### src/include/pcc_consts.vh
// register offsets, field positions, reset values and line and word counts for the program cache control block
`ifndef PCC_CONSTS_VH
`define PCC_CONSTS_VH
`define PCC_ADDR_SIZE_CONFIG    32'h01840020
`define PCC_ADDR_FREEZE_CTRL    32'h01840024
`define PCC_ADDR_BLK_BASE       32'h01844020
`define PCC_ADDR_BLK_COUNT      32'h01844024
`define PCC_ADDR_GLOBAL_INVAL   32'h01845028
`define PCC_SIZE_MSB            2
`define PCC_SIZE_W              3
`define PCC_SIZE_RESET_OFF      3'h0
`define PCC_SIZE_RESET_MAX      3'h7
`define PCC_SIZE_OFF            3'h0
`define PCC_SIZE_4K             3'h1
`define PCC_SIZE_8K             3'h2
`define PCC_SIZE_16K            3'h3
`define PCC_SIZE_32K            3'h4
`define PCC_SIZE_MAX            3'h5
`define PCC_FREEZE_BIT          0
`define PCC_PREV_FREEZE_BIT     16
`define PCC_FREEZE_RESET        1'b0
`define PCC_COUNT_W             16
`define PCC_GINV_BIT            0
`define PCC_GINV_LINES          16'h0040
`define PCC_WORDS_PER_LINE      16'h0008
`endif

### src/rtl/pcc_size_decode.v
// decode of the cache size select field into an enable and a one-hot capacity
`include "pcc_consts.vh"
`default_nettype none
module pcc_size_decode (
    input  wire [2:0] size_sel_i,
    output reg        cache_enable_o,
    output reg  [4:0] capacity_onehot_o
);
    // one-hot: bit0 4K, bit1 8K, bit2 16K, bit3 32K, bit4 maximal
    always @* begin
        cache_enable_o    = 1'b1;
        capacity_onehot_o = 5'h00;
        case (size_sel_i)
            `PCC_SIZE_OFF: begin
                cache_enable_o = 1'b0;
            end
            `PCC_SIZE_4K:  capacity_onehot_o = 5'h01;
            `PCC_SIZE_8K:  capacity_onehot_o = 5'h02;
            `PCC_SIZE_16K: capacity_onehot_o = 5'h04;
            `PCC_SIZE_32K: capacity_onehot_o = 5'h08;
            default:       capacity_onehot_o = 5'h10;
        endcase
    end
endmodule
`default_nettype wire

### src/rtl/pcc_line_walker.v
// walks cache lines of an invalidation, one line index per cycle, for block and global requests
`default_nettype none
module pcc_line_walker #(
    parameter LINES = 64
) (
    input  wire        clk_i,
    input  wire        nrst_i,
    input  wire        start_i,
    input  wire [15:0] lines_i,
    output reg         busy_o,
    output reg  [15:0] line_idx_o,
    output reg         line_strobe_o,
    output wire        done_o
);
    reg [15:0] left_reg;
    // done pulses in the last busy cycle, one cycle before the last line strobe
    assign done_o = busy_o && (left_reg == 16'h0001);
    always @(posedge clk_i or negedge nrst_i) begin
        if (!nrst_i) begin
            busy_o        <= 1'b0;
            left_reg      <= 16'h0000;
            line_idx_o    <= 16'h0000;
            line_strobe_o <= 1'b0;
        end else begin
            line_strobe_o <= busy_o;
            if (busy_o) begin
                left_reg <= left_reg - 16'h0001;
                if (left_reg == 16'h0001) begin
                    busy_o <= 1'b0;
                end
            end else if (start_i && (lines_i != 16'h0000)) begin
                busy_o   <= 1'b1;
                left_reg <= lines_i;
            end
            // index steps after each strobe, so line 0 is the first one strobed
            if (!busy_o && start_i && (lines_i != 16'h0000)) begin
                line_idx_o <= 16'h0000;
            end else if (line_strobe_o) begin
                line_idx_o <= line_idx_o + 16'h0001;
            end
        end
    end
endmodule
`default_nettype wire

### src/rtl/pcc_top.v
// register file and invalidate sequencing for the program cache control block
`include "pcc_consts.vh"
`default_nettype none
//////////////////////////////////////////////////////////////////////////////////////////////////
// Behaviour
// size field bits 2-0 selects off, 4K, 8K, 16K, 32K or maximal capacity.
// size field resets to 0h or 7h, chosen by a fixed device option; reset gives 0h here and 7h follows one edge after release.
// freeze bit 0 enables freeze mode when 1; resets to 0.
// bit 16 reads the freeze bit value held before the latest write.
// block base is a 32-bit write-only start address of the invalidate range.
// block count holds a 16-bit count of 32-bit words to invalidate.
// block invalidation invalidates every line in range, never writing back.
// writing 1 to global invalidate bit 0 invalidates every line, no writeback.
// five registers decode at their fixed addresses.
// only supervisor writes change the size; user reads it only.
// both modes may start invalidations via base, count and global registers.
// both modes may read and write the freeze register at any time.
// second-level memory control writes may also act on the program cache.
// software should avoid the legacy cache field of the processor status register.
// freeze write copies old freeze bit to previous bit, then loads bit 0.
// global invalidate bit clears itself once the whole invalidation finishes.
// block word count becomes 0 once block invalidation finishes.
// frozen cache serves hits, allocates nothing on misses, invalidates nothing; requested invalidations still run here while frozen.
// user write to size register leaves register and size unchanged.
// reserved bits read zero and ignore writes.
module pcc_top #(
    parameter SIZE_RESET_MAX = 0,
    parameter LINES          = 64,
    parameter WORDS_PER_LINE = 8
) (
    input  wire        clk_i,
    input  wire        nrst_i,
    input  wire [31:0] addr_i,
    input  wire [31:0] wdata_i,
    input  wire        wr_i,
    input  wire        rd_i,
    input  wire        supervisor_i,
    output reg  [31:0] rdata_o,
    input  wire        l2_global_inval_i,
    input  wire        l2_block_inval_i,
    input  wire [31:0] l2_block_base_i,
    input  wire [15:0] l2_block_count_i,
    output wire        cache_enable_o,
    output wire [4:0]  capacity_onehot_o,
    output wire [2:0]  cache_size_select_o,
    output wire        freeze_enable_o,
    output wire        allocate_enable_o,
    output wire        inval_busy_o,
    output wire        inval_line_strobe_o,
    output wire [15:0] inval_line_index_o,
    output wire        inval_all_o,
    output wire [31:0] inval_base_o,
    output wire        writeback_o
);
    localparam ST_IDLE   = 2'h0;
    localparam ST_GLOBAL = 2'h1;
    localparam ST_BLOCK  = 2'h2;

    reg  [2:0]  cache_size_select_reg;
    reg         freeze_enable_reg;
    reg         previous_freeze_enable_reg;
    reg  [31:0] block_base_reg;
    reg  [15:0] block_count_reg;
    reg         global_inval_reg;
    reg  [1:0]  state_reg;
    reg  [1:0]  state_next;
    reg         strap_done_reg;
    reg  [31:0] rdata_next;
    reg         walk_start;
    reg  [15:0] walk_lines;
    wire        walk_busy;
    wire        walk_done;
    wire [15:0] walk_idx;
    wire        walk_strobe;
    wire        wr_size;
    wire        wr_freeze;
    wire        wr_base;
    wire        wr_count;
    wire        wr_ginv;
    wire [31:0] blk_words_rounded;

    ////////////////////////////////////////////////////////////////////////////////////////////
    // address decode
    assign wr_size   = wr_i && (addr_i == `PCC_ADDR_SIZE_CONFIG);
    assign wr_freeze = wr_i && (addr_i == `PCC_ADDR_FREEZE_CTRL);
    assign wr_base   = wr_i && (addr_i == `PCC_ADDR_BLK_BASE);
    assign wr_count  = wr_i && (addr_i == `PCC_ADDR_BLK_COUNT);
    assign wr_ginv   = wr_i && (addr_i == `PCC_ADDR_GLOBAL_INVAL);

    ////////////////////////////////////////////////////////////////////////////////////////////
    // size and freeze
    // the strap choice is loaded on the first edge after release, never inside the reset branch
    always @(posedge clk_i or negedge nrst_i) begin
        if (!nrst_i) begin
            cache_size_select_reg <= `PCC_SIZE_RESET_OFF;
            strap_done_reg        <= 1'b0;
        end else begin
            strap_done_reg <= 1'b1;
            if (!strap_done_reg) begin
                cache_size_select_reg <= (SIZE_RESET_MAX != 0) ? `PCC_SIZE_RESET_MAX : `PCC_SIZE_RESET_OFF;
            end else if (wr_size && supervisor_i) begin
                cache_size_select_reg <= wdata_i[`PCC_SIZE_MSB:0];
            end
        end
    end

    always @(posedge clk_i or negedge nrst_i) begin
        if (!nrst_i) begin
            freeze_enable_reg          <= `PCC_FREEZE_RESET;
            previous_freeze_enable_reg <= `PCC_FREEZE_RESET;
        end else if (wr_freeze) begin
            previous_freeze_enable_reg <= freeze_enable_reg;
            freeze_enable_reg          <= wdata_i[`PCC_FREEZE_BIT];
        end
    end

    ////////////////////////////////////////////////////////////////////////////////////////////
    // invalidate sequencing
    // a request of the other kind arriving during a walk stays pending in its register and starts afterwards;
    // one of the same kind is lost unless it arrives in the done cycle and is not an l2 block request
    assign blk_words_rounded = {16'h0000, block_count_reg} + WORDS_PER_LINE - 1;

    always @* begin
        state_next = state_reg;
        walk_start = 1'b0;
        walk_lines = 16'h0000;
        case (state_reg)
            ST_IDLE: begin
                if (global_inval_reg) begin
                    state_next = ST_GLOBAL;
                    walk_start = 1'b1;
                    walk_lines = LINES[15:0];
                end else if (block_count_reg != 16'h0000) begin
                    state_next = ST_BLOCK;
                    walk_start = 1'b1;
                    walk_lines = blk_words_rounded[18:3];
                end
            end
            ST_GLOBAL: begin
                if (walk_done) begin
                    state_next = ST_IDLE;
                end
            end
            ST_BLOCK: begin
                if (walk_done) begin
                    state_next = ST_IDLE;
                end
            end
            default: state_next = ST_IDLE;
        endcase
    end

    always @(posedge clk_i or negedge nrst_i) begin
        if (!nrst_i) begin
            state_reg        <= ST_IDLE;
            block_base_reg   <= 32'h00000000;
            block_count_reg  <= 16'h0000;
            global_inval_reg <= 1'b0;
        end else begin
            state_reg <= state_next;
            // new set wins over completion clear in the same cycle, except an l2 block request during a block walk
            if (wr_ginv && wdata_i[`PCC_GINV_BIT]) begin
                global_inval_reg <= 1'b1;
            end else if (l2_global_inval_i) begin
                global_inval_reg <= 1'b1;
            end else if (state_reg == ST_GLOBAL && walk_done) begin
                global_inval_reg <= 1'b0;
            end
            if (wr_base) begin
                block_base_reg <= wdata_i;
            end else if (l2_block_inval_i && state_reg != ST_BLOCK) begin
                block_base_reg <= l2_block_base_i;
            end
            if (wr_count) begin
                block_count_reg <= wdata_i[`PCC_COUNT_W-1:0];
            end else if (l2_block_inval_i && state_reg != ST_BLOCK) begin
                block_count_reg <= l2_block_count_i;
            end else if (state_reg == ST_BLOCK && walk_done) begin
                block_count_reg <= 16'h0000;
            end
        end
    end

    pcc_line_walker #(
        .LINES (LINES)
    ) u_walker (
        .clk_i         (clk_i),
        .nrst_i        (nrst_i),
        .start_i       (walk_start),
        .lines_i       (walk_lines),
        .busy_o        (walk_busy),
        .line_idx_o    (walk_idx),
        .line_strobe_o (walk_strobe),
        .done_o        (walk_done)
    );

    pcc_size_decode u_size (
        .size_sel_i        (cache_size_select_reg),
        .cache_enable_o    (cache_enable_o),
        .capacity_onehot_o (capacity_onehot_o)
    );

    ////////////////////////////////////////////////////////////////////////////////////////////
    // read path; base register is write-only and reads zero
    always @* begin
        rdata_next = 32'h00000000;
        if (addr_i == `PCC_ADDR_SIZE_CONFIG) begin
            rdata_next[`PCC_SIZE_MSB:0] = cache_size_select_reg;
        end else if (addr_i == `PCC_ADDR_FREEZE_CTRL) begin
            rdata_next[`PCC_FREEZE_BIT]      = freeze_enable_reg;
            rdata_next[`PCC_PREV_FREEZE_BIT] = previous_freeze_enable_reg;
        end else if (addr_i == `PCC_ADDR_BLK_COUNT) begin
            rdata_next[`PCC_COUNT_W-1:0] = block_count_reg;
        end else if (addr_i == `PCC_ADDR_GLOBAL_INVAL) begin
            rdata_next[`PCC_GINV_BIT] = global_inval_reg;
        end
    end

    always @(posedge clk_i or negedge nrst_i) begin
        if (!nrst_i) begin
            rdata_o <= 32'h00000000;
        end else if (rd_i) begin
            rdata_o <= rdata_next;
        end else begin
            rdata_o <= 32'h00000000;
        end
    end

    ////////////////////////////////////////////////////////////////////////////////////////////
    // cache tag outputs; invalidations run regardless of freeze, since software asked for them
    assign cache_size_select_o = cache_size_select_reg;
    assign freeze_enable_o     = freeze_enable_reg;
    assign allocate_enable_o   = cache_enable_o && !freeze_enable_reg;
    assign inval_busy_o        = walk_busy;
    assign inval_line_strobe_o = walk_strobe;
    assign inval_line_index_o  = walk_idx;
    assign inval_all_o         = (state_reg == ST_GLOBAL);
    assign inval_base_o        = block_base_reg;
    assign writeback_o         = 1'b0;
endmodule
`default_nettype wire

### config.mk
export PLATFORM = sky130hd
export DESIGN_NAME = pcc_top
export DESIGN_NICKNAME = d
export VERILOG_FILES = /design/src/rtl/pcc_size_decode.v /design/src/rtl/pcc_line_walker.v /design/src/rtl/pcc_top.v
export VERILOG_INCLUDE_DIRS = /design/src /design/src/include
export SDC_FILE = /design/constraint.sdc
export NUM_CORES = 1
export LEC_CHECK = 0
export ABC_AREA = 0
export BUFFER_PORTS_ARGS = -buffer_cell sky130_fd_sc_hd__buf_2
export CAP_MARGIN = 30
export CELL_PAD_IN_SITES_DETAIL_PLACEMENT = 1
export CELL_PAD_IN_SITES_GLOBAL_PLACEMENT = 1
export CORE_MARGIN = 4
export CORE_UTILIZATION = 37
export DETAILED_ROUTE_END_ITERATION = 8
export GPL_TIMING_DRIVEN = 0
export PLACE_DENSITY = 0.92
export SYNTH_ARGS = -nofsm -noshare
export SYNTH_HDL_FRONTEND = slang
export SYNTH_HIERARCHICAL = 1
export SYNTH_SLANG_ARGS = --single-unit
### constraint.sdc
create_clock -name clk_i -period 4.5 [get_ports clk_i]
set_input_delay 0.9 -clock clk_i [delete_from_list [all_inputs] [get_ports clk_i]]
set_output_delay 0.9 -clock clk_i [all_outputs]
set_load 0.005 [all_outputs]
# == Word-level counts from Yosys, hierarchy flattened ==
# Index checks and enable logic that the tools add are counted.
# word_totals
ff_bits,123
output_inout_bits,95
elab_cells,99
# op_classes
n_addsub,4
eq_ne,16
n_mux,38
reduce_logical,28
# ops
cell,count
32-bit by 25-bit == test with 1-bit output (second input constant),5
16-bit 2-to-1 mux,10
32-bit 2-to-1 mux,2
16-bit nonzero test,2
15-bit 2-to-1 mux,2
5-bit one-hot mux with 5 select lines,1
17-bit by 1-bit subtractor with 18-bit output (second input constant),1
16-bit by 4-bit adder with 17-bit output (second input constant),1
17-bit 2-to-1 mux,1
16-bit by 1-bit adder with 16-bit output (second input constant),1
16-bit by 1-bit == test with 1-bit output (second input constant),1
16-bit by 1-bit subtractor with 16-bit output (second input constant),1
1-bit logical AND,15
1-bit 2-to-1 mux,14
14-bit 2-to-1 mux,1
3-bit 2-to-1 mux,3
3-bit by 2-bit == test with 1-bit output (second input constant),2
2-bit 2-to-1 mux,3
2-bit nonzero test,3
3-bit nonzero test,2
2-bit by 1-bit != test with 1-bit output (second input constant),2
2-bit one-hot mux with 2 select lines,1
3-bit by 1-bit == test with 1-bit output (second input constant),1
3-bit == test (second input constant),1
other kinds (9),10

# == Depth between registers and ports, before layout ==
# depth
word_depth,9
mapped_depth,12

# == By module ==
# The synthesis kept the hierarchy.
# modules_own_cells
mod,instances,cells_per_inst,area_per_inst_um2,seq_area_each_um2
pcc_top,1,400,3878.7,1851.8
pcc_line_walker,1,186,1819.2,850.8
pcc_size_decode,1,6,46.3,0.0

# == Worst setup path before layout ==
# Ideal clock, no wire load.
# synth_timing
kind,register -> register
from,register block_count_reg[12]
to,register u_walker.left_reg[14]
t_arrival_ns,2.959
required_ns,4.372
setup_slack_ns,1.413
stages_incl_launch_ff,12
synth_period_minus_slack_ns,3.087
cell_sequence,dfrtp_1 -> or4_1 -> nor3_1 -> nand4b_1 -> nand3_1 -> buf_4 -> nor2_1 -> or4_4 -> o41a_1 -> buf_2 -> a311oi_2 -> nor3_1
# synth_via
elab_chain_cells,8
word_cells_on_any_way,14
cone_classes,2 x add/sub; 8 x mux; 4 x reduce/logical
# synth_lines
item,line,source
start: declaration,pcc_top.v:63,reg [15:0] block_count_reg;
start signal: assignment,pcc_top.v:175,block_count_reg <= wdata_i[`PCC_COUNT_W-1:0];
start signal: assignment,pcc_top.v:177,block_count_reg <= l2_block_count_i;
16-bit by 4-bit adder with 17-bit output,pcc_top.v:121,"assign blk_words_rounded = {16'h0000, block_count_reg} + WORDS_PER_LINE - 1;"
17-bit by 1-bit subtractor with 18-bit output,pcc_top.v:121,
16-bit 2-to-1 mux *,pcc_top.v:133,end else if (block_count_reg != 16'h0000) begin
16-bit 2-to-1 mux *,pcc_top.v:129,if (global_inval_reg) begin
16-bit 2-to-1 mux *,pcc_top.v:127,case (state_reg)
via walk_lines[11],pcc_top.v:70,reg [15:0] walk_lines;
16-bit nonzero test *,pcc_line_walker.v:31,end else if (start_i && (lines_i != 16'h0000)) begin
1-bit logical AND *,pcc_line_walker.v:31,
2-bit nonzero test (no source line) *,--,
end signal: assignment,pcc_line_walker.v:27,left_reg <= left_reg - 16'h0001;
end signal: assignment,pcc_line_walker.v:33,left_reg <= lines_i;
end: declaration,pcc_line_walker.v:15,reg [15:0] left_reg;
# The timed path passes the listed nets; every way through them passes the cells marked *. The select of a mux whose other input is x is not followed.
# A chain may end at the register's enable or synchronous reset.

# == Worst setup path in the final report ==
# layout_timing
from,register block_count_reg[12]
to,register u_walker.left_reg[2]
# Same word-level chain as after synthesis.

==> impl_summary.md <==
Floorplan
The overall die area is 17580 um^2. The width of the chip is approximately 130 um. The initial utilization of the core area, before any placement, comes to 0.3779. The core region area is between 15000 and 20000 um^2. The row count is between 40 and 50. Pin placement for this block handled 214 I/O pins. In this run the vertical extent of the chip is 132.6 um.

Clock tree
No sink is reached through more buffers than the 2 on the longest clock path. The insertion delay to the later sink of the worst-skew pair is 360 ps. In this run the number of H-tree levels came out at 3.

The clock buffer count from CTS is 9. The count of instances resized after the clock tree is built is 0. The CTS root buffer is sky130_fd_sc_hd__clkbuf_16. Buffers inserted to repair hold after CTS numbered 0. The post-CTS setup repair buffer count is 0. After clock tree synthesis, the clock-pin slew on the worst setup and hold paths is roughly 80 ps. The number of sinks on the clock net is 108. TritonCTS built the clock tree.

Worst setup path
The cell count along the critical path is 10. The critical path capture point type is a flip-flop. STA classifies the critical path startpoint as a flip-flop. In this design, the stage delay of the slowest critical-path cell is 630 ps. The startpoint of the most critical register-to-register path is block_count_reg[12].

The worst endpoint data arrival time is 3850 ps. The depth of the worst register-to-register path is 10. STA puts the critical path data required time at approximately 4700 ps. The critical path ends at u_walker/left_reg[2]. Of all nets on the critical path, the largest fanout is 10. The setup slack of the worst register-to-register path is about 890 ps. The family of cells with the greatest summed delay on the critical path is simple AND/OR/NAND/NOR gates. The worst setup path is of the reg -> reg kind. The sum of buffers and inverters on the critical path is 1.

The launching instance or port of the critical path is block_count_reg[12]. The cell at the slowest stage of the critical path is sky130_fd_sc_hd__o41ai_2. The critical path goes through or4_1 > nor3_1 > nand4b_1 > nand3_1 > buf_4 > nor2_1 > or4_4 > o41ai_2 > a21oi_1 > o221a_1.

The endpoint identified for the worst register-to-register timing path is u_walker/left_reg[2].

STA
The minimum period implied by the final worst setup slack is 3607 ps. The ratio of final minimum period to clock period is 0.8015. In the final timing run, aggregate negative setup slack is 0 ps.

The max-slew violation total from the final report is 0. The worst slew margin relative to its limit is 0.3664. The maximum clock frequency is 277.3 MHz. The final-report hold violation count came to 0. Across the routed clock network, the largest skew measured is 12.63 ps. The final setup violation count is 0. The tightest hold path in the finished design has a slack of 505.5 ps. Setup repair after global routing left no endpoint under its margin.

The transition time at the pin with the least slew margin is 941.7 ps. After layout, the worst setup slack is 893.5 ps.

Synth
The average size of a mapped cell is 9.703 um^2. The commonest cells after synthesis are sky130_fd_sc_hd__dfrtp_1 (108), sky130_fd_sc_hd__nor2_1 (82), sky130_fd_sc_hd__a21oi_1 (61). The prevailing post-synth register cell is sky130_fd_sc_hd__dfrtp_1. The fraction of post-synthesis cell area in the top cell type by area is 0.4705. The post-synth design cell area is ~5700 um^2. The most instantiated library cell after synthesis is sky130_fd_sc_hd__dfrtp_1. In this run, synthesis inferred 0 flip-flops with an integrated enable. sky130_fd_sc_hd__dfrtp_1 takes more of the synthesized area than any other cell.

The share of flip-flops with an asynchronous set or reset after synthesis is 1.000. The warning count from the yosys run is 6. The synthesized instance count is 592. For this run, the register share of the synthesized area comes to 0.4705. The number of different library cells used by synthesis comes to 61. In the post-synthesis netlist, the biggest area contributors are sky130_fd_sc_hd__dfrtp_1 (47%), sky130_fd_sc_hd__mux2i_1 (5.8%), sky130_fd_sc_hd__nor2_1 (5.4%). Synthesis inferred ~110 register bits.

Drt
The final route contains 5336 vias. The first TritonRoute pass finished after 4 iterations. The detail route stage leaves a number of antenna-violating nets equal to 0. For this block, the routed nets add up to 17830 um of wire. After detailed routing, the number of vias per cell comes to between 5 and 6. The per-cell routed wire length is 17.60 um. The DRC violations left is 0. The number of DRC markers after the initial detailed-route iteration is 192.

Cells and area
Compared with the post-synthesis result, the final layout area differs by 27.86%. The number of standard cells in the layout, taps in and fillers out is just over 1000. The filler cell count in the final layout is 1823. The number of flip-flops in the largest register is 32. The register cell area after layout is roughly 2700 um^2. For this run, the post-layout net count is 945. The count of antenna diodes in the layout is 0. The area of the multi-input gates is 2838 um^2. Of the cells placed in the final design, the portion with a size suffix greater than 1 is 0.3164.

Pwr
The completed layout was analyzed and its total power is 0.002771 W. The share of total power dissipated in sequential elements is 0.466. Power spread over the standard cell area amounts to 377.3 nW/um^2. The internal power summed over all cells is 0.001872 W. The share of total power dissipated in combinational logic is 0.263.

The analysis attributes to cell leakage a power of 3.635 nW. The clock network fraction of design power is 0.271. In this run the power spent charging and discharging nets is 0.0008989 W. The worst-case IR drop observed on VDD is 0.0002390 V. Of the total power, the share spent switching nets is 0.3244.

Global route
The global-route congestion overflow total is 0. The number of antenna violations at the first check in global routing is 0. The via count of the first global-routing pass was 5889.

The overall routing resource usage is 0.2056. The largest net degree at the start of global routing is 64. The global-route wire length before repair is 29610 um.

Place
The final weighted congestion of routability-driven global placement is 0.8190. OpenSTA, run right after detailed placement, puts the worst setup slack at 913.5 ps. The estimated wirelength of the detail-placed design is around 14000 um. The count of input and output buffers is 197. The number of placed instances with taps included is 997.

Hold path
The path class of the tightest hold or removal check is reg -> reg.

Outcome
The run finished with clean final reports.

Job
Max-cap violations in this run came to 0.
==> worst register-to-register path: cells and delay by family, from the launching register on <==
| kind | cells | cell delay (ps) |
|---|---|---|
| simple gates | 6 | 1800 |
| flops | 1 | 450 |
| compound gates | 3 | 1050 |
| buf+inv | 1 | 190 |
==> how the worst min path moves through the flow <==
stage,depth (start not counted),slack (ps),to,from
2_1_floorplan,1,460,previous_freeze_enable_reg,previous_freeze_enable_reg
3_3_place_gp,1,480,previous_freeze_enable_reg,previous_freeze_enable_reg
3_5_place_dp,1,490,previous_freeze_enable_reg,previous_freeze_enable_reg
4_1_cts,1,510,previous_freeze_enable_reg,previous_freeze_enable_reg
5_1_grt,2,550,rdata_o[16],previous_freeze_enable_reg
6_report,1,510,previous_freeze_enable_reg,previous_freeze_enable_reg
==> stage by stage <==
stage	cell area [um^2]	util
5_1_grt	7345	0.4831
2_1_floorplan	5816	-
4_1_cts	7345	0.4831
3_3_place_gp	7037	0.4629
6_report	7345	0.4831
3_5_place_dp	7067	0.4649
==> area by class of cell <==
class                      instances  area share
buffer                            40     0.03186
tap                              188     0.03203
inverter                          11    0.005622
clock buffer                       9     0.03066
timing repair buffer             198      0.1383
multi-input combinational        452      0.3864
clock inverter                     7    0.007155
sequential                       108      0.3680
==> power groups by stage <==
stage | registers [W] | logic (W) | clock network, W
after floorplan | 0.00128 | 0.000431 | 0
after global placement | 0.00130 | 0.000709 | 0
after detailed placement | 0.00131 | 0.000735 | 0
after CTS | 0.00129 | 0.000738 | 0.000771
after global routing | 0.00132 | 0.000823 | 0.000803
final | 0.00129 | 0.000729 | 0.000751
==> logic make-up (layout without fill, tap and decap cells) <==
family / Yosys count / after routing / share of synthesized area
other: 2 / 21 / 0.001307
muxes: 35 / 35 / 0.06142
AOI/OAI and AO/OA: 119 / 119 / 0.1329
xor gates and xnor gates: 25 / 25 / 0.03812
DFF: 108 / 108 / 0.4705
and+or+nand+nor: 246 / 246 / 0.2348
buffers and inverters: 51 / 265 / 0.04792
adders and majority gates: 6 / 6 / 0.01307
==> layout by cell type (no fill, tap or decap), types with 8 or more instances in the layout <==
| cell | instances |
|---|---|
| sky130_fd_sc_hd__a21oi_1 | 61 |
| sky130_fd_sc_hd__and2_1 | 14 |
| sky130_fd_sc_hd__nand4_1 | 11 |
| sky130_fd_sc_hd__clkbuf_1 | 14 |
| sky130_fd_sc_hd__a22oi_1 | 16 |
| sky130_fd_sc_hd__xor2_1 | 17 |
| sky130_fd_sc_hd__nor3_1 | 12 |
| sky130_fd_sc_hd__buf_4 | 19 |
| sky130_fd_sc_hd__nand3_1 | 23 |
| sky130_fd_sc_hd__inv_1 | 11 |
| sky130_fd_sc_hd__clkbuf_16 | 9 |
| sky130_fd_sc_hd__o21ai_0 | 8 |
| sky130_fd_sc_hd__nand2_1 | 37 |
| sky130_fd_sc_hd__mux2i_1 | 33 |
| sky130_fd_sc_hd__xnor2_1 | 8 |
| sky130_fd_sc_hd__conb_1 | 21 |
| sky130_fd_sc_hd__buf_2 | 203 |
| sky130_fd_sc_hd__dfrtp_1 | 108 |
| sky130_fd_sc_hd__nor2_1 | 82 |
==> metal layers <==
metal  up-vias  share of wire  global-route usage
li1       2562              -                   -
met1      2597           0.39              0.2397
met2       161           0.52              0.3704
met3        16          0.071             0.05665
met4         0          0.013             0.05774
met5         -              0                   0
No activity file was read; power rests on OpenSTA's default activity.
